$ cat config.mk
export PLATFORM = sky130hd
export DESIGN_NAME = gpo_port
export DESIGN_NICKNAME = d
export VERILOG_FILES = /design/src/shared/gpo_pkg.sv /design/src/rtl/gpo_port.sv
export SDC_FILE = /design/constraint.sdc
export NUM_CORES = 1
export LEC_CHECK = 0
export ABC_AREA = 0
export BUFFER_PORTS_ARGS = -buffer_cell sky130_fd_sc_hd__buf_2
export CELL_PAD_IN_SITES_DETAIL_PLACEMENT = 1
export CELL_PAD_IN_SITES_GLOBAL_PLACEMENT = 1
export CORE_UTILIZATION = 24
export CTS_CLUSTER_DIAMETER = 200
export CTS_CLUSTER_SIZE = 25
export DETAILED_ROUTE_END_ITERATION = 10
export GPL_ROUTABILITY_DRIVEN = 0
export PLACE_DENSITY = 0.57
export SLEW_MARGIN = 0
export SYNTH_ARGS = -nofsm -noshare
export SYNTH_HDL_FRONTEND = slang
export SYNTH_SLANG_ARGS = --single-unit
export TNS_END_PERCENT = 1
$ cat constraint.sdc
create_clock -name clk -period 23.8 [get_ports clk]
set_input_delay 3.57 -clock clk [delete_from_list [all_inputs] [get_ports clk]]
set_output_delay 3.57 -clock clk [all_outputs]
set_load 0.01 [all_outputs]
$ cat src/shared/gpo_pkg.sv
// Purpose: constants for the port override and register block
// Assumes: register index times four is the AXI byte address
// Notes:   port D data and direction live outside this block
package gpo_pkg;
	localparam int unsigned N_PORTS = 3;
	localparam int unsigned PORT_W  = 8;
	localparam int unsigned ADDR_W  = 8;
	localparam int unsigned IDX_LSB = 2;
	// register indices
	localparam logic [5:0] IDX_PIN_A = 6'h00;
	localparam logic [5:0] IDX_DIR_A = 6'h01;
	localparam logic [5:0] IDX_OUT_A = 6'h02;
	localparam logic [5:0] IDX_PIN_B = 6'h03;
	localparam logic [5:0] IDX_DIR_B = 6'h04;
	localparam logic [5:0] IDX_OUT_B = 6'h05;
	localparam logic [5:0] IDX_PIN_C = 6'h06;
	localparam logic [5:0] IDX_DIR_C = 6'h07;
	localparam logic [5:0] IDX_OUT_C = 6'h08;
	localparam logic [5:0] IDX_MCU   = 6'h35;
	// control register fields
	localparam int unsigned MCU_SCAN_BIT = 7;
	localparam int unsigned MCU_BOS_BIT  = 6;
	localparam int unsigned MCU_BOSU_BIT = 5;
	localparam int unsigned MCU_KILL_BIT = 4;
	localparam int unsigned MCU_VSEL_BIT = 1;
	localparam int unsigned MCU_VCU_BIT  = 0;
	localparam logic [7:0] MCU_RW_MASK = 8'h93;
	localparam logic [7:0] RST_BYTE    = 8'h00;
	// port D bit roles
	localparam int unsigned PD_RX  = 0;
	localparam int unsigned PD_TX  = 1;
	localparam int unsigned PD_CMP = 4;
	localparam int unsigned PD_CAP = 6;
	localparam int unsigned N_CMP  = 4;
	// AXI responses
	localparam logic [1:0] RESP_OKAY   = 2'h0;
	localparam logic [1:0] RESP_SLVERR = 2'h2;
endpackage : gpo_pkg

$ cat src/rtl/gpo_port.sv
// Purpose: ports A-C registers and port D alternate-function overrides
// Assumes: one 10 MHz clock; pins are asynchronous and get synchronised
// Notes:   all outputs registered, so pins follow inputs one cycle late
//
// The implementer's own choice: the AXI4-Lite interface to the registers.
`timescale 1ns/1ps
module gpo_port #(
	parameter int unsigned NP = gpo_pkg::N_PORTS
) (
	// clock and reset
	input  wire logic                clk,
	input  wire logic                rst_b,
	// AXI4-Lite slave
	input  wire logic [7:0]          s_axi_awaddr,
	input  wire logic                s_axi_awvalid,
	output logic                     s_axi_awready,
	input  wire logic [31:0]         s_axi_wdata,
	input  wire logic [3:0]          s_axi_wstrb,
	input  wire logic                s_axi_wvalid,
	output logic                     s_axi_wready,
	output logic [1:0]               s_axi_bresp,
	output logic                     s_axi_bvalid,
	input  wire logic                s_axi_bready,
	input  wire logic [7:0]          s_axi_araddr,
	input  wire logic                s_axi_arvalid,
	output logic                     s_axi_arready,
	output logic [31:0]              s_axi_rdata,
	output logic [1:0]               s_axi_rresp,
	output logic                     s_axi_rvalid,
	input  wire logic                s_axi_rready,
	// ports A-C pins, port A in the low byte
	input  wire logic [NP*8-1:0]     abc_pin_in,
	output logic [NP*8-1:0]          abc_pin_out,
	output logic [NP*8-1:0]          abc_pin_oe,
	output logic [NP*8-1:0]          abc_pullup_on,
	// port D pins
	input  wire logic [7:0]          portd_pin_in,
	output logic [7:0]               portd_pin_out,
	output logic [7:0]               portd_pin_oe,
	output logic [7:0]               portd_pullup_on,
	output logic                     portd_slew_on,
	output logic                     portd_spike_filt_on,
	// port D register values
	input  wire logic [7:0]          portd_output_bits,
	input  wire logic [7:0]          portd_direction_bits,
	// peripheral controls
	input  wire logic                receiver_on,
	input  wire logic                transmitter_on,
	input  wire logic                twowire_on,
	input  wire logic                serial0_tx_data,
	input  wire logic [3:0]          cmp_wave_en,
	input  wire logic [3:0]          cmp_wave,
	input  wire logic [7:0]          pinchange_mask,
	input  wire logic                bank3_pinchange_en,
	input  wire logic                sleep_inbuf_off,
	input  wire logic                brownout_sleep,
	input  wire logic                brownout_sleep_unlock,
	// peripheral inputs
	output logic                     serial0_receive_pin,
	output logic                     timer3_ext_count_in,
	output logic                     timer1_capture_in,
	output logic [7:0]               pinchange_src,
	output logic                     pullup_kill,
	output logic                     scanport_disable,
	output logic                     vector_table_select,
	output logic                     vector_change_unlock
);
	localparam int unsigned W = NP * 8;

	// reset release
	logic rst_meta;
	logic rst_q;
	always_ff @(posedge clk or negedge rst_b) begin
		if (!rst_b) begin
			rst_meta <= 1'b0;
			rst_q    <= 1'b0;
		end else begin
			rst_meta <= 1'b1;
			rst_q    <= rst_meta;
		end
	end

	// pin synchronisers; the first stage feeds only the second
	logic [W-1:0] abc_meta;
	logic [W-1:0] abc_sync;
	logic [7:0]   pd_meta;
	logic [7:0]   pd_sync;
	always_ff @(posedge clk or negedge rst_q) begin
		if (!rst_q) begin
			abc_meta <= '0;
			abc_sync <= '0;
			pd_meta  <= '0;
			pd_sync  <= '0;
		end else begin
			abc_meta <= abc_pin_in;
			abc_sync <= abc_meta;
			pd_meta  <= portd_pin_in;
			pd_sync  <= pd_meta;
		end
	end

	// register file state
	logic [NP-1:0][7:0] dir_reg, dir_next;
	logic [NP-1:0][7:0] out_reg, out_next;
	logic [7:0]         mcu_reg, mcu_next;
	// write channel state
	logic       awrdy_reg, awrdy_next;
	logic       wrdy_reg, wrdy_next;
	logic       aw_held_reg, aw_held_next;
	logic       w_held_reg, w_held_next;
	logic [7:0] aw_addr_reg, aw_addr_next;
	logic [7:0] w_byte_reg, w_byte_next;
	logic       w_lane_reg, w_lane_next;
	logic       bvalid_reg, bvalid_next;
	logic [1:0] bresp_reg, bresp_next;
	// read channel state
	logic        ardy_reg, ardy_next;
	logic        rvalid_reg, rvalid_next;
	logic [31:0] rdata_reg, rdata_next;
	logic [1:0]  rresp_reg, rresp_next;

	logic [7:0] mcu_view;
	logic       kill;
	assign kill     = mcu_reg[gpo_pkg::MCU_KILL_BIT];
	// read-only bits come live from the sleep logic
	assign mcu_view = (mcu_reg & gpo_pkg::MCU_RW_MASK)
		| {1'b0, brownout_sleep, brownout_sleep_unlock, 5'h00};

	function automatic logic known(input logic [5:0] ix);
		known = (ix == gpo_pkg::IDX_MCU);
		for (int p = 0; p < NP; p++) begin
			if (ix == 6'(3 * p) || ix == 6'(3 * p + 1)
				|| ix == 6'(3 * p + 2)) begin
				known = 1'b1;
			end
		end
	endfunction : known

	// register writes and reads
	always_comb begin
		logic [5:0] wix;
		logic [5:0] rix;
		logic       wr_go;
		wix          = aw_addr_reg[gpo_pkg::IDX_LSB +: 6];
		rix          = s_axi_araddr[gpo_pkg::IDX_LSB +: 6];
		wr_go        = aw_held_reg && w_held_reg && !bvalid_reg;
		dir_next     = dir_reg;
		out_next     = out_reg;
		mcu_next     = mcu_reg;
		aw_held_next = aw_held_reg;
		w_held_next  = w_held_reg;
		aw_addr_next = aw_addr_reg;
		w_byte_next  = w_byte_reg;
		w_lane_next  = w_lane_reg;
		bvalid_next  = bvalid_reg;
		bresp_next   = bresp_reg;
		rvalid_next  = rvalid_reg;
		rdata_next   = rdata_reg;
		rresp_next   = rresp_reg;
		if (s_axi_awvalid && awrdy_reg) begin
			aw_held_next = 1'b1;
			aw_addr_next = s_axi_awaddr;
		end
		if (s_axi_wvalid && wrdy_reg) begin
			w_held_next = 1'b1;
			w_byte_next = s_axi_wdata[7:0];
			w_lane_next = s_axi_wstrb[0];
		end
		if (s_axi_bvalid && s_axi_bready) begin
			bvalid_next = 1'b0;
		end
		if (wr_go) begin
			aw_held_next = 1'b0;
			w_held_next  = 1'b0;
			bvalid_next  = 1'b1;
			bresp_next   = known(wix) ? gpo_pkg::RESP_OKAY
				: gpo_pkg::RESP_SLVERR;
			for (int p = 0; p < NP; p++) begin
				if (w_lane_reg && wix == 6'(3 * p + 2)) begin
					out_next[p] = w_byte_reg;
				end
				if (w_lane_reg && wix == 6'(3 * p + 1)) begin
					dir_next[p] = w_byte_reg;
				end
				// ones written to the input register toggle the data bits
				if (w_lane_reg && wix == 6'(3 * p)) begin
					out_next[p] = out_reg[p] ^ w_byte_reg;
				end
			end
			if (w_lane_reg && wix == gpo_pkg::IDX_MCU) begin
				mcu_next = w_byte_reg & gpo_pkg::MCU_RW_MASK;
			end
		end
		awrdy_next = !aw_held_next && !bvalid_next;
		wrdy_next  = !w_held_next && !bvalid_next;
		if (s_axi_rvalid && s_axi_rready) begin
			rvalid_next = 1'b0;
		end
		if (s_axi_arvalid && ardy_reg) begin
			rvalid_next = 1'b1;
			rdata_next  = '0;
			rresp_next  = known(rix) ? gpo_pkg::RESP_OKAY
				: gpo_pkg::RESP_SLVERR;
			for (int p = 0; p < NP; p++) begin
				if (rix == 6'(3 * p)) begin
					rdata_next[7:0] = abc_sync[p*8 +: 8];
				end
				if (rix == 6'(3 * p + 1)) begin
					rdata_next[7:0] = dir_reg[p];
				end
				if (rix == 6'(3 * p + 2)) begin
					rdata_next[7:0] = out_reg[p];
				end
			end
			if (rix == gpo_pkg::IDX_MCU) begin
				rdata_next[7:0] = mcu_view;
			end
		end
		ardy_next = !rvalid_next;
	end

	always_ff @(posedge clk or negedge rst_q) begin
		if (!rst_q) begin
			dir_reg     <= '0;
			out_reg     <= '0;
			mcu_reg     <= gpo_pkg::RST_BYTE;
			awrdy_reg   <= 1'b0;
			wrdy_reg    <= 1'b0;
			aw_held_reg <= 1'b0;
			w_held_reg  <= 1'b0;
			aw_addr_reg <= '0;
			w_byte_reg  <= '0;
			w_lane_reg  <= 1'b0;
			bvalid_reg  <= 1'b0;
			bresp_reg   <= gpo_pkg::RESP_OKAY;
			ardy_reg    <= 1'b0;
			rvalid_reg  <= 1'b0;
			rdata_reg   <= '0;
			rresp_reg   <= gpo_pkg::RESP_OKAY;
		end else begin
			dir_reg     <= dir_next;
			out_reg     <= out_next;
			mcu_reg     <= mcu_next;
			awrdy_reg   <= awrdy_next;
			wrdy_reg    <= wrdy_next;
			aw_held_reg <= aw_held_next;
			w_held_reg  <= w_held_next;
			aw_addr_reg <= aw_addr_next;
			w_byte_reg  <= w_byte_next;
			w_lane_reg  <= w_lane_next;
			bvalid_reg  <= bvalid_next;
			bresp_reg   <= bresp_next;
			ardy_reg    <= ardy_next;
			rvalid_reg  <= rvalid_next;
			rdata_reg   <= rdata_next;
			rresp_reg   <= rresp_next;
		end
	end

	assign s_axi_awready = awrdy_reg;
	assign s_axi_wready  = wrdy_reg;
	assign s_axi_bvalid  = bvalid_reg;
	assign s_axi_bresp   = bresp_reg;
	assign s_axi_arready = ardy_reg;
	assign s_axi_rvalid  = rvalid_reg;
	assign s_axi_rdata   = rdata_reg;
	assign s_axi_rresp   = rresp_reg;

	// port D override network, one bit per lane
	logic [7:0] pu_en, pu_val, dd_en, dd_val;
	logic [7:0] pv_en, pv_val, ie_en, ie_val;
	logic [7:0] pd_dir, pd_din;
	logic [W-1:0] abc_dir, abc_out;
	// next values of all pin-facing outputs
	logic [W-1:0] abc_oe_next, abc_out_next, abc_pu_next;
	logic [7:0] pd_oe_next, pd_out_next, pd_pu_next, pd_din_next;
	always_comb begin
		pu_en  = '0;
		pu_val = '0;
		dd_en  = '0;
		dd_val = '0;
		pv_en  = '0;
		pv_val = '0;
		pv_en[gpo_pkg::PD_CMP +: gpo_pkg::N_CMP]  = cmp_wave_en;
		pv_val[gpo_pkg::PD_CMP +: gpo_pkg::N_CMP] = cmp_wave;
		ie_en  = pinchange_mask & {8{bank3_pinchange_en}};
		ie_val = '1;
		pu_en[gpo_pkg::PD_TX]  = transmitter_on;
		pu_val[gpo_pkg::PD_TX] = portd_output_bits[gpo_pkg::PD_TX] & ~kill;
		dd_en[gpo_pkg::PD_TX]  = transmitter_on;
		dd_val[gpo_pkg::PD_TX] = 1'b1;
		pv_en[gpo_pkg::PD_TX]  = transmitter_on;
		pv_val[gpo_pkg::PD_TX] = serial0_tx_data;
		pu_en[gpo_pkg::PD_RX]  = receiver_on;
		// forced input keeps the data bit in charge of the pull-up
		pu_val[gpo_pkg::PD_RX] = portd_output_bits[gpo_pkg::PD_RX] & ~kill;
		dd_en[gpo_pkg::PD_RX]  = receiver_on;
		dd_val[gpo_pkg::PD_RX] = 1'b0;
		pd_dir = (dd_en & dd_val) | (~dd_en & portd_direction_bits);
		pd_oe_next  = pd_dir;
		pd_out_next = (pv_en & pv_val) | (~pv_en & portd_output_bits);
		pd_pu_next  = (pu_en & pu_val)
			| (~pu_en & ~portd_direction_bits & portd_output_bits
			& {8{~kill}});
		pd_din = pd_sync & ((ie_en & ie_val)
			| (~ie_en & {8{~sleep_inbuf_off}}));
		pd_din_next = pd_din;
		abc_dir      = dir_reg;
		abc_out      = out_reg;
		abc_oe_next  = abc_dir;
		abc_out_next = abc_out;
		abc_pu_next  = ~abc_dir & abc_out & {W{~kill}};
	end

	// every pin-facing output leaves through a flip-flop
	logic [W-1:0] abc_oe_reg, abc_out_reg, abc_pu_reg;
	logic [7:0] pd_oe_reg, pd_out_reg, pd_pu_reg, pd_din_reg;
	logic       twi_reg;
	always_ff @(posedge clk or negedge rst_q) begin
		if (!rst_q) begin
			abc_oe_reg  <= '0;
			abc_out_reg <= '0;
			abc_pu_reg  <= '0;
			pd_oe_reg   <= '0;
			pd_out_reg  <= '0;
			pd_pu_reg   <= '0;
			pd_din_reg  <= '0;
			twi_reg     <= 1'b0;
		end else begin
			abc_oe_reg  <= abc_oe_next;
			abc_out_reg <= abc_out_next;
			abc_pu_reg  <= abc_pu_next;
			pd_oe_reg   <= pd_oe_next;
			pd_out_reg  <= pd_out_next;
			pd_pu_reg   <= pd_pu_next;
			pd_din_reg  <= pd_din_next;
			twi_reg     <= twowire_on;
		end
	end

	assign abc_pin_oe          = abc_oe_reg;
	assign abc_pin_out         = abc_out_reg;
	assign abc_pullup_on       = abc_pu_reg;
	assign portd_pin_oe        = pd_oe_reg;
	assign portd_pin_out       = pd_out_reg;
	assign portd_pullup_on     = pd_pu_reg;
	assign portd_slew_on       = twi_reg;
	assign portd_spike_filt_on = twi_reg;
	assign serial0_receive_pin = pd_din_reg[gpo_pkg::PD_RX];
	assign timer3_ext_count_in = pd_din_reg[gpo_pkg::PD_RX];
	assign timer1_capture_in   = pd_din_reg[gpo_pkg::PD_CAP];
	assign pinchange_src       = pd_din_reg;
	assign pullup_kill         = kill;
	assign scanport_disable    = mcu_reg[gpo_pkg::MCU_SCAN_BIT];
	assign vector_table_select = mcu_reg[gpo_pkg::MCU_VSEL_BIT];
	assign vector_change_unlock = mcu_reg[gpo_pkg::MCU_VCU_BIT];

	// checks
	property p_rx_input;
		@(posedge clk) disable iff (!rst_q)
		receiver_on |=> !portd_pin_oe[gpo_pkg::PD_RX];
	endproperty
	a_rx_input: assert property (p_rx_input) else $error("rx driven");
	property p_rx_pullup;
		@(posedge clk) disable iff (!rst_q)
		receiver_on && portd_output_bits[gpo_pkg::PD_RX] && !kill
		|=> portd_pullup_on[gpo_pkg::PD_RX];
	endproperty
	a_rx_pullup: assert property (p_rx_pullup) else $error("rx pu");
	property p_t3_src;
		@(posedge clk) disable iff (!rst_q)
		##1 timer3_ext_count_in == $past(pd_din[gpo_pkg::PD_RX]);
	endproperty
	a_t3_src: assert property (p_t3_src) else $error("t3 wrong");
	property p_pc24;
		@(posedge clk) disable iff (!rst_q)
		##1 pinchange_src[0] == $past(pd_sync[0] & ~sleep_inbuf_off
			| pd_sync[0] & pinchange_mask[0] & bank3_pinchange_en);
	endproperty
	a_pc24: assert property (p_pc24) else $error("src 24 wrong");
	property p_cmp7;
		@(posedge clk) disable iff (!rst_q)
		cmp_wave_en[3] |=> portd_pin_out[7] == $past(cmp_wave[3]);
	endproperty
	a_cmp7: assert property (p_cmp7) else $error("cmp lost");
	property p_inbuf;
		@(posedge clk) disable iff (!rst_q)
		pinchange_mask[6] && bank3_pinchange_en
		|=> timer1_capture_in == $past(pd_sync[gpo_pkg::PD_CAP]);
	endproperty
	a_inbuf: assert property (p_inbuf) else $error("inbuf off");
	property p_twi;
		@(posedge clk) disable iff (!rst_q)
		twowire_on |=> portd_slew_on && portd_spike_filt_on;
	endproperty
	a_twi: assert property (p_twi) else $error("twi off");
	property p_kill;
		@(posedge clk) disable iff (!rst_q)
		kill && $stable(kill) |=> abc_pullup_on == '0
			&& portd_pullup_on == '0;
	endproperty
	a_kill: assert property (p_kill) else $error("pu on");
	property p_mcu_rsvd;
		@(posedge clk) disable iff (!rst_q)
		(mcu_view[3:2] == 2'h0) && !mcu_reg[gpo_pkg::MCU_BOS_BIT];
	endproperty
	a_mcu_rsvd: assert property (p_mcu_rsvd) else $error("rsvd");
	property p_tx_out;
		@(posedge clk) disable iff (!rst_q)
		transmitter_on |=> portd_pin_oe[gpo_pkg::PD_TX];
	endproperty
	a_tx_out: assert property (p_tx_out) else $error("tx undriven");
	property p_dir_oe;
		@(posedge clk) disable iff (!rst_q)
		##1 abc_pin_oe == $past(dir_reg);
	endproperty
	a_dir_oe: assert property (p_dir_oe) else $error("oe wrong");
endmodule : gpo_port

==> run_results.csv, run 1 <==
group,metric,value,unit
layout,layoutNonFillerInstCount,1375,
worst_setup_path,slack_of_the_worst_reg_to_reg_path,21.32,ns
route,route.vias.total,5844,
clock_tree,resized_after_cts,0,
timing,final-setup-viol-count,0,
worst_setup_path,critical-path-max-stage-delay,1.00,ns
logic_synthesis,synthArstFlopShare,1.000,
timing,whs,0.3243,ns
clock_tree,tritoncts.num_buffers,14,
global_route,grt_antenna_before_repair,4,
placement,hpwlAfterDp,18560,microns
power_and_ir_drop,power.leakage,5.441,nW
layout,area_growth,21.15,%
route,drt_iter0_drc,192,
clock_tree,clk_pin_slew_worst_paths,0.11,ns
route,met3_length,1346,microns
worst_setup_path,end_kind,"output pin",
logic_synthesis,synth_seq_cells,255,
worst_setup_path,path_buf_inv,1,
placement,placed_area,10890,sq um
timing,max_freq,187.0,MHz
global_route,globalRoute.totalOverflow,0,
worst_setup_path,timing_worst_setup_path_type,"reg -> out",
layout,layout.filler_cells,4198,
timing,setup_total_neg_slack,0,ns
clock_tree,postCtsSetupRepairBufs,0,
logic_synthesis,number_of_warnings_issued_by_yosys,0,
die,rows,71,
route,met1_wl,11650,microns
status,outcome,"complete, no violations",
worst_setup_path,regToRegStartpoint,"aw_addr_reg[4]$_DFFE_PN0P_",
route,finalWirelength,25650,microns
logic_synthesis,synth_area_per_cell,14.45,sq um
worst_hold_path,worstHoldPathType,"reg -> async",
clock_tree,holdBufCountCts,0,
job,drv.max_cap_violation_count,0,
worst_setup_path,timing.critical_path.cells,"buf_2",
route,highest-signal-layer,"met5",
clock_tree,worstSkewPairLatency,0.50,ns
worst_setup_path,cpLargestDelayFamily,"flip-flops",
layout,final_layout_size_suffix_gt1_frac,0.3910,
logic_synthesis,yosysSeqAreaShare,0.6845,
route,routed-wl-met2,12120,microns
clock_tree,clock-root-buffer,"clkbuf_16",
timing,layout_min_cycle_time,5.347,ns
logic_synthesis,synth.lib_cells_used.distinct,55,
logic_synthesis,postSynth.topFlopCell,"dfrtp_1",
worst_setup_path,largest_driver_fanout_on_the_critical_path,36,
route,detailedRoute.firstPassIterationCount,4,
worst_setup_path,path_depth,1,
logic_synthesis,synth_edf_count,0,
route,wl_per_cell,18.66,microns
route,route.antenna.remaining_nets,0,
worst_setup_path,crit_slowest_cell,"dfrtp_2",
timing,grt_setup_unrepaired,"no",
clock_tree,htreeDepth,1,
clock_tree,clock_sinks,255,
timing,worst_slew_pin_slew,0.9426,ns
worst_setup_path,cp-start-kind,"flip-flop",
worst_setup_path,required,20.23,ns
layout,nNetsFinal,991,
logic_synthesis,syn-cell-area,9323,sq um
layout,design_area,11290,sq um
route,vias_per_cell,4.250,
die,fp.dieArea,39640,sq um
die,core,37930,sq um
die,fp.dieH,199.1,microns
layout,final_cell_mix,"dfrtp_1, buf_2, nand2_1",
worst_setup_path,timing.critical_path.arrival,1.78,ns
global_route,global_route.usage.total,0.1284,
worst_setup_path,crit_start,"mcu_reg[4]$_DFFE_PN0P_",
die,die-width,199.1,microns
timing,hold_violation_count_in_the_final_report,0,
route,drc_errors,0,
timing,final-max-slew-violation-count,0,
timing,finClkSkew,0.03507,ns
power_and_ir_drop,vdd.ir_drop.worst,0.05351,mV
global_route,grt_first_pass_wirelength,37660,microns
layout,most_frequent_standard_cell_in_the_layout_excluding_fill_and_tap_cells,"dfrtp_1",
worst_setup_path,reg2regPathDepth,4,
global_route,first_global_vias,5944,
global_route,grt_max_degree,75,
timing,finalCritPeriodShare,0.2246,
placement,place_inst,1355,
power_and_ir_drop,power_density,102.0,nW/um^2
die,initial_utilization,0.2458,
timing,relSlewSlack,0.3658,
clock_tree,tritoncts,"done",
worst_setup_path,crit_end,"pullup_kill",
logic_synthesis,postSynthCellCount,645,
clock_tree,clk_path_buf_depth,3,
placement,io_buffers,227,
worst_setup_path,worst_r2r_endpoint,"abc_out[2]$_DFFE_PN0P_",
die,io_pins,285,
[cell usage after synthesis, types with 3 or more instances]
cell type	number	area, sq um
a21boi_0	8	60.06
a21oi_1	25	125.1
a22oi_1	8	60.06
a2bb2oi_1	3	26.28
buf_4	30	225.2
buf_6	4	45.04
clkbuf_1	26	97.59
dfrtp_1	255	6381
inv_1	13	48.80
mux2_2	48	540.5
mux2i_1	10	100.1
mux4_2	12	270.3
nand2_1	52	195.2
nand2b_1	11	68.82
nor2_1	8	30.03
nor2b_1	5	31.28
nor3_1	13	65.06
nor3b_1	26	195.2
o211ai_1	6	45.04
o21ai_0	9	45.04
o221ai_1	7	61.31
o311ai_2	8	130.1
or2_2	4	25.02
or3_1	5	31.28
xor2_1	8	70.07
[kinds of logic (layout without fill, tap and decap cells)]
group	count (synthesis)	in the layout	share of synthesized area
other	2	29	0.0008056
multiplexers	70	70	0.09771
flip-flops	255	255	0.6845
AO/OA/AOI/OAI	87	87	0.07261
XOR/XNOR	9	9	0.008456
buffers and inverters	75	267	0.04577
AND/OR/NAND/NOR	147	147	0.09019
[power by group]
| part | switching [mW] | total (mW) | internal, mW |
|---|---|---|---|
| registers | 0.105 | 0.640 | 0.535 |
| logic | 0.133 | 0.250 | 0.117 |
| clock network | 0.145 | 0.262 | 0.117 |
[worst min-delay path by stage]
stage / startpoint / end / slack [ns] / depth (start not counted)
2_1_floorplan: abc_meta[0]$_DFF_PN0_ / abc_sync[0]$_DFF_PN0_ / 0.33 / 0
3_5_place_dp: rst_q$_DFF_PN0_ / abc_pullup_on[6]$_DFF_PN0_ / 0.34 / 0
4_1_cts: rst_q$_DFF_PN0_ / abc_dir[5]$_DFFE_PN0P_ / 0.34 / 0
3_3_place_gp: pd_meta[2]$_DFF_PN0_ / pd_sync[2]$_DFF_PN0_ / 0.33 / 0
5_1_grt: rst_meta$_DFF_PN0_ / rst_q$_DFF_PN0_ / 0.34 / 0
6_report: rst_q$_DFF_PN0_ / abc_dir[5]$_DFFE_PN0P_ / 0.32 / 0
[area by class of cell]
cell class | instances | area, sq um | share of cell area
Sequential cell | 255 | 6386 | 0.5654
Clock inverter | 1 | 20.02 | 0.001772
Timing Repair Buffer | 236 | 1204 | 0.1066
Antenna cell | 2 | 5.005 | 0.0004431
Inverter | 13 | 48.80 | 0.004320
Multi-Input combinational cell | 340 | 2609 | 0.2310
Clock buffer | 17 | 382.9 | 0.03390
Tap cell | 511 | 639.4 | 0.05661
[routing by layer]
layer	up-vias	GRT usage
met5	-	0
met3	28	0.02464
met4	4	0.03162
li1	2618	-
met1	3019	0.1744
met2	175	0.2097
[metrics by stage]
step | worst slack (ns) | utilization | power [mW]
2_1_floorplan | 16.17 | - | 0.7740
3_3_place_gp | 18.26 | 0.2870 | 0.9007
3_5_place_dp | 18.16 | 0.2870 | 0.9078
4_1_cts | 18.32 | 0.2976 | 1.181
5_1_grt | 18.30 | 0.2977 | 1.228
6_report | 18.45 | 0.2978 | 1.152
No activity file was read; power rests on OpenSTA's default activity.
==> run 2: changes to the inputs <==
- ABC_AREA: 0 -> 1
- PLACE_DENSITY: 0.57 -> 0.61
- clock period: 23.8 -> 4.7 ns (I/O delays scaled with it)
==> run 2 against run 1 <==
  * Final area up 0.40%
  * Non-clock buffer count down 5
  * Synthesized cell count up 31%
  * Global-route usage up 1.2 points
  * Register-to-register slack worse by 19 ns
  * Final cell count up 15%
  * Critical path type is now reg -> reg
  * Largest cell class unchanged
==> run_results.csv, run 2 <==
group,metric,value,unit
timing,setup_total_neg_slack,0,ns
layout,final_util,0.2989,
route,finalWirelength,27880,microns
timing,relSlewSlack,0.4625,
global_route,most_utilized_layer_in_the_global_route_result,"met2",
logic_synthesis,netlist_top_cells_count,"dfrtp_1, nand2_1, inv_1, nor2_1, o21ai_0",
timing,layout_min_cycle_time,2.319,ns
global_route,global_route.usage.total,0.1403,
global_route,grt_antenna_before_repair,0,
power_and_ir_drop,power,5.807,mW
logic_synthesis,yosysSeqAreaShare,0.6848,
timing,whs,0.3044,ns
route,route.antenna.remaining_nets,0,
power_and_ir_drop,power_density,512.1,nW/um^2
route,drt_iter0_drc,213,
layout,final_layout_size_suffix_gt1_frac,0.2626,
die,rows,71,
worst_setup_path,largest_driver_fanout_on_the_critical_path,18,
clock_tree,clock_sinks,255,
worst_hold_path,worstHoldPathType,"in -> reg",
route,detailedRoute.firstPassIterationCount,4,
timing,grt_setup_unrepaired,"no",
placement,placed_area,10930,sq um
logic_synthesis,postSynthCellCount,846,
layout,n_antenna_cell,0,
global_route,globalRoute.totalOverflow,0,
route,drc_errors,0,
clock_tree,tritoncts,"done",
logic_synthesis,number_of_warnings_issued_by_yosys,0,
logic_synthesis,synth_edf_count,0,
worst_setup_path,required,5.10,ns
route,vias_per_cell,4.126,
clock_tree,tritoncts.num_buffers,14,
timing,setup_ws,2.381,ns
logic_synthesis,post-synth-top-count-cell,"dfrtp_1",
die,core,37930,sq um
global_route,use_met3,0.02323,
global_route,grtUsageMet1,0.1838,
placement,io_buffers,227,
worst_setup_path,reg2regPathDepth,4,
clock_tree,holdBufCountCts,1,
worst_hold_path,worstHoldStart,"portd_pin_in[2]",
global_route,use_met2,0.2435,
die,die-width,199.0,microns
global_route,first_global_vias,6781,
layout,most_frequent_standard_cell_in_the_layout_excluding_fill_and_tap_cells,"dfrtp_1",
clock_tree,clock-root-buffer,"clkbuf_16",
clock_tree,worstSkewPairLatency,0.50,ns
logic_synthesis,synth_area_per_cell,11.01,sq um
logic_synthesis,synthArstFlopShare,1.000,
clock_tree,postCtsSetupRepairBufs,0,
die,io_pins,285,
worst_setup_path,timing.critical_path.arrival,2.72,ns
logic_synthesis,post-synth-top-area-fraction,0.6848,
worst_setup_path,regToRegStartpoint,"w_lane_reg$_DFFE_PN0P_",
worst_hold_path,min_path_cells,1,
worst_setup_path,slack_of_the_worst_reg_to_reg_path,2.38,ns
logic_synthesis,syn-cell-area,9318,sq um
job,drv.max_cap_violation_count,0,
die,fp.dieArea,39610,sq um
layout,layoutNonFillerInstCount,1585,
worst_setup_path,crit_start,"w_lane_reg$_DFFE_PN0P_",
timing,final-setup-viol-count,0,
global_route,grt_first_pass_wirelength,41230,microns
layout,final_cell_mix,"dfrtp_1, buf_2, nand2_1",
global_route,grt_max_degree,136,
logic_synthesis,post-synth-top-area-cell,"dfrtp_1",
logic_synthesis,postSynth.topFlopCell,"dfrtp_1",
placement,place_inst,1567,
power_and_ir_drop,vdd.ir_drop.worst,0.2869,mV
timing,final-max-slew-violation-count,0,
route,route.vias.total,6539,
worst_setup_path,timing_worst_setup_path_type,"reg -> reg",
layout,area_growth,21.70,%
layout,nNetsFinal,1204,
logic_synthesis,synth.lib_cells_used.distinct,38,
timing,max_freq,431.2,MHz
placement,hpwlAfterDp,21120,microns
worst_setup_path,end_kind,"flip-flop",
worst_setup_path,worst_r2r_endpoint,"abc_dir[22]$_DFFE_PN0P_",
timing,finClkSkew,0.03935,ns
die,initial_utilization,0.2456,
placement,preCtsSetupSlack,1.930,ns
logic_synthesis,synth.top_cells.by_area,"dfrtp_1, nand2_1, inv_1",
clock_tree,clk_path_buf_depth,3,
clock_tree,clk_pin_slew_worst_paths,0.10,ns
clock_tree,resized_after_cts,0,
logic_synthesis,synth_seq_cells,255,
layout,design_area,11340,sq um
status,outcome,"complete, no violations",
die,fp.dieH,199.0,microns
clock_tree,htreeDepth,1,
worst_hold_path,hold_end,"pd_meta[2]$_DFF_PN0_",
power_and_ir_drop,power.leakage,5.712,nW
timing,worst_slew_pin_slew,0.8062,ns
timing,hold_violation_count_in_the_final_report,0,
worst_setup_path,cp-start-kind,"flip-flop",
timing,finalCritPeriodShare,0.4934,
route,wl_per_cell,17.59,microns
## run 2: cell count changes after synthesis, moves of 20 or more
cell,delta
nand2_1,+101
inv_1,+72
nor2_1,+57
mux2_2,-48
o21ai_0,+31
nand3_1,+27
nor3b_1,-25
clkbuf_1,-20
## run 2: worst max-delay path, stage by stage (launching register included)
cell and delay [ns]:
dfrtp_1 0.88, inv_2 0.11, nor2_4 0.24, nand4_1 0.62, o21ai_0 0.37
## run 2: area by class of cell
type,count,area [sq um]
flip-flops and latches,255,6385
clock buffers,16,379.1
fillers,4389,26590
clock inverters,1,20.02
repair buffers,231,1194
inverters,97,364.1
multi-input cells,474,2359
well taps,511,639.4
## run 2: worst max-delay path by stage
stage / endpoint / slack [ns] / cells past startpoint
finish: abc_dir[22]$_DFFE_PN0P_ / 2.38 / 4
global route: abc_dir[22]$_DFFE_PN0P_ / 2.08 / 4
CTS: abc_dir[22]$_DFFE_PN0P_ / 2.38 / 4
detailed placement: s_axi_rdata[1]$_DFFE_PN0P_ / 1.93 / 10
global placement: s_axi_rdata[1]$_DFFE_PN0P_ / 2.00 / 10
floorplan: abc_dir[0]$_DFFE_PN0P_ / 0.52 / 0
## run 2: cell families (layout without fill, tap and decap cells)
| logic type | after synthesis | count (layout) | share of synthesized area |
|---|---|---|---|
| and+or+nand+nor | 310 | 310 | 0.1516 |
| other | 2 | 27 | 0.0008060 |
| DFF | 255 | 255 | 0.6848 |
| xor gates and xnor gates | 24 | 24 | 0.02256 |
| AOI/OAI and AO/OA | 113 | 113 | 0.06808 |
| buffers and inverters | 142 | 345 | 0.07211 |
## run 2: layer usage
layer  wire [microns]  up-vias
li1                 -     3067
met5                0        -
met2            13680      178
met1            12460     3273
met4              409        0
met3             1341       21
## run 2: power breakdown
part           total [mW]  internal [mW]  leakage [nW]  switching [mW]
clock                1.32          0.589         0.196           0.733
sequential           3.15           2.71          3.17           0.440
combinational        1.34          0.465          2.34           0.870
total                5.81           3.76          5.71            2.04
==> run 3: changes to the inputs <==
- clock period: 4.7 -> 2.05 ns (I/O delays scaled with it)
==> run 3 against run 2 <==
  * Non-clock buffer count grew 70
  * Largest cell class unchanged
  * Fmax up 30%
  * Sequential share of layout area decreased by 3.2 points
  * Clock power grew 130%
  * Utilization up 1.8 points
  * Global-route usage grew 0.39 points
  * Final cell count is 4.4% higher
  * Sequential power up 130%
  * Power rose by 130%
  * Via count is 5.9% higher
==> run_results.csv, run 3 (synthesis gave the netlist of run 2 again) <==
group,metric,value,unit
layout,area_growth,28.96,%
timing,layout_min_cycle_time,1.790,ns
worst_setup_path,timing_worst_setup_path_type,"reg -> reg",
route,drc_errors,0,
layout,final_cell_mix,"dfrtp_1, buf_2, nand2_1",
clock_tree,resized_after_cts,0,
power_and_ir_drop,power_frac_comb,0.242,
placement,hpwlAfterDp,21780,microns
die,fp.dieH,199.0,microns
route,vias_per_cell,4.182,
clock_tree,clk_pin_slew_worst_paths,0.10,ns
worst_hold_path,worstHoldPathType,"in -> reg",
worst_setup_path,crit_slowest_cell,"dfrtp_1",
power_and_ir_drop,vdd.ir_drop.worst,0.5152,mV
layout,layout.filler_cells,4372,
route,detailedRoute.firstPassIterationCount,4,
worst_setup_path,required,2.45,ns
worst_setup_path,cpLargestDelayFamily,"simple AND/OR/NAND/NOR gates",
clock_tree,htreeDepth,1,
power_and_ir_drop,sw_frac_of_total,0.3506,
worst_setup_path,cp-start-kind,"flip-flop",
clock_tree,clock_sinks,255,
global_route,grt_max_degree,63,
global_route,globalRoute.totalOverflow,0,
route,finalWirelength,28750,microns
worst_setup_path,critical-path-max-stage-delay,0.46,ns
power_and_ir_drop,power_report.internal_total,8.729,mW
clock_tree,postCtsSetupRepairBufs,0,
clock_tree,worstSkewPairLatency,0.50,ns
die,io_pins,285,
status,outcome,"complete, no violations",
layout,nNetsFinal,1274,
worst_setup_path,path_buf_inv,1,
power_and_ir_drop,power.leakage,6.033,nW
layout,layoutNonFillerInstCount,1655,
timing,finalCritPeriodShare,0.8732,
placement,place_inst,1591,
route,route.antenna.remaining_nets,0,
worst_setup_path,timing.critical_path.arrival,2.19,ns
layout,final_util,0.3168,
timing,whs,0.02087,ns
job,drv.max_cap_violation_count,0,
timing,final-setup-viol-count,0,
layout,most_frequent_standard_cell_in_the_layout_excluding_fill_and_tap_cells,"dfrtp_1",
power_and_ir_drop,power_density,1119,nW/um^2
placement,io_buffers,227,
worst_setup_path,largest_driver_fanout_on_the_critical_path,8,
global_route,global_route.usage.total,0.1443,
power_and_ir_drop,p_clk_frac,0.224,
layout,final_layout_size_suffix_gt1_frac,0.2677,
die,core,37930,sq um
worst_setup_path,timing.critical_path.cells,"nor2_4 > nand3_4 > nor2_2 > nand3_1 > xor2_1 > o21ai_0 > inv_1",
timing,grt_setup_unrepaired,"no",
route,route.vias.total,6922,
power_and_ir_drop,total_switching_power,4.714,mW
die,die-width,199.0,microns
clock_tree,clock-root-buffer,"clkbuf_16",
clock_tree,tritoncts,"done",
clock_tree,clk_path_buf_depth,3,
timing,finClkSkew,0.02668,ns
timing,setup_total_neg_slack,0,ns
clock_tree,holdBufCountCts,47,
route,drt_iter0_drc,221,
die,initial_utilization,0.2456,
clock_tree,tritoncts.num_buffers,14,
die,rows,71,
worst_setup_path,end_kind,"flip-flop",
global_route,first_global_vias,7225,
power_and_ir_drop,sequentialPowerShare,0.534,
global_route,grt_antenna_before_repair,2,
timing,max_freq,558.7,MHz
timing,hold_violation_count_in_the_final_report,0,
global_route,grt_first_pass_wirelength,42950,microns
route,wl_per_cell,17.37,microns
timing,final-max-slew-violation-count,0,
die,fp.dieArea,39610,sq um
[run 3: changes by cell type in the layout (fill, tap and decap cells not counted)]
| cell | change |
|---|---|
| dlygate4sd3_1 | +46 |
| buf_4 | +21 |
| buf_12 | +3 |
| clkbuf_1 | -1 |
| diode_2 | +1 |
[run 3: worst paths after layout]
path                                            start                         end  slack, ns  cells past startpoint
max                        aw_addr_reg[7]$_DFFE_PN0P_      abc_out[6]$_DFFE_PN0P_       0.26                      7
min                                   s_axi_awaddr[3]  aw_addr_reg[3]$_DFFE_PN0P_       0.02                      3
max reg2reg                aw_addr_reg[7]$_DFFE_PN0P_      abc_out[6]$_DFFE_PN0P_       0.26                      7
min reg2reg                           rst_q$_DFF_PN0_  s_axi_bresp[1]$_DFFE_PN0P_       0.24                      0
max in group asynchronous             rst_q$_DFF_PN0_   portd_pin_oe[0]$_DFF_PN0_       1.00                      2
min in group asynchronous                       rst_b             rst_q$_DFF_PN0_       0.13                      2
[run 3: power by group through the flow]
stage | Clock (mW) | Sequential, mW | Combinational (mW)
detailed placement | 0 | 7.34 | 3.23
CTS | 3.15 | 7.25 | 3.31
global placement | 0 | 7.31 | 3.16
global route | 3.31 | 7.36 | 3.62
floorplan | 0 | 7.29 | 1.43
finish | 3.01 | 7.18 | 3.25
[run 3: layout make-up]
class                           count  area (sq um)  area share
Timing Repair Buffer              301          1872      0.1558
Sequential cell                   255          6385      0.5313
Multi-Input combinational cell    474          2359      0.1963
Clock inverter                      1         20.02    0.001666
Clock buffer                       15         375.4     0.03124
Tap cell                          511         639.4     0.05321
Inverter                           97         364.1     0.03030
Antenna cell                        1         2.502   0.0002082
[run 3: per-stage QoR]
stage | setup WS, ns | instance area [sq um] | total power, mW
2_1_floorplan | -0.5106 | 9415 | 8.718
3_3_place_gp | 0.1590 | 11150 | 10.48
3_5_place_dp | 0.1142 | 11150 | 10.56
4_1_cts | 0.2480 | 12010 | 13.71
5_1_grt | 0.1236 | 12010 | 14.29
6_report | 0.2600 | 12020 | 13.44
[run 3: metal layers]
metal	part of all wire	vias to the layer above	wire length, microns	global-route usage
met5	0.00052	-	15	0
met4	0.017	2	475	0.02621
met3	0.053	27	1515	0.02781
met2	0.49	207	14000	0.2500
met1	0.44	3469	12740	0.1869
li1	-	3217	-	-
[run 3: worst min-delay path: stages]
cell	delay, ns
buf_2	0.08
nand2_1	0.04
o21ai_0	0.06
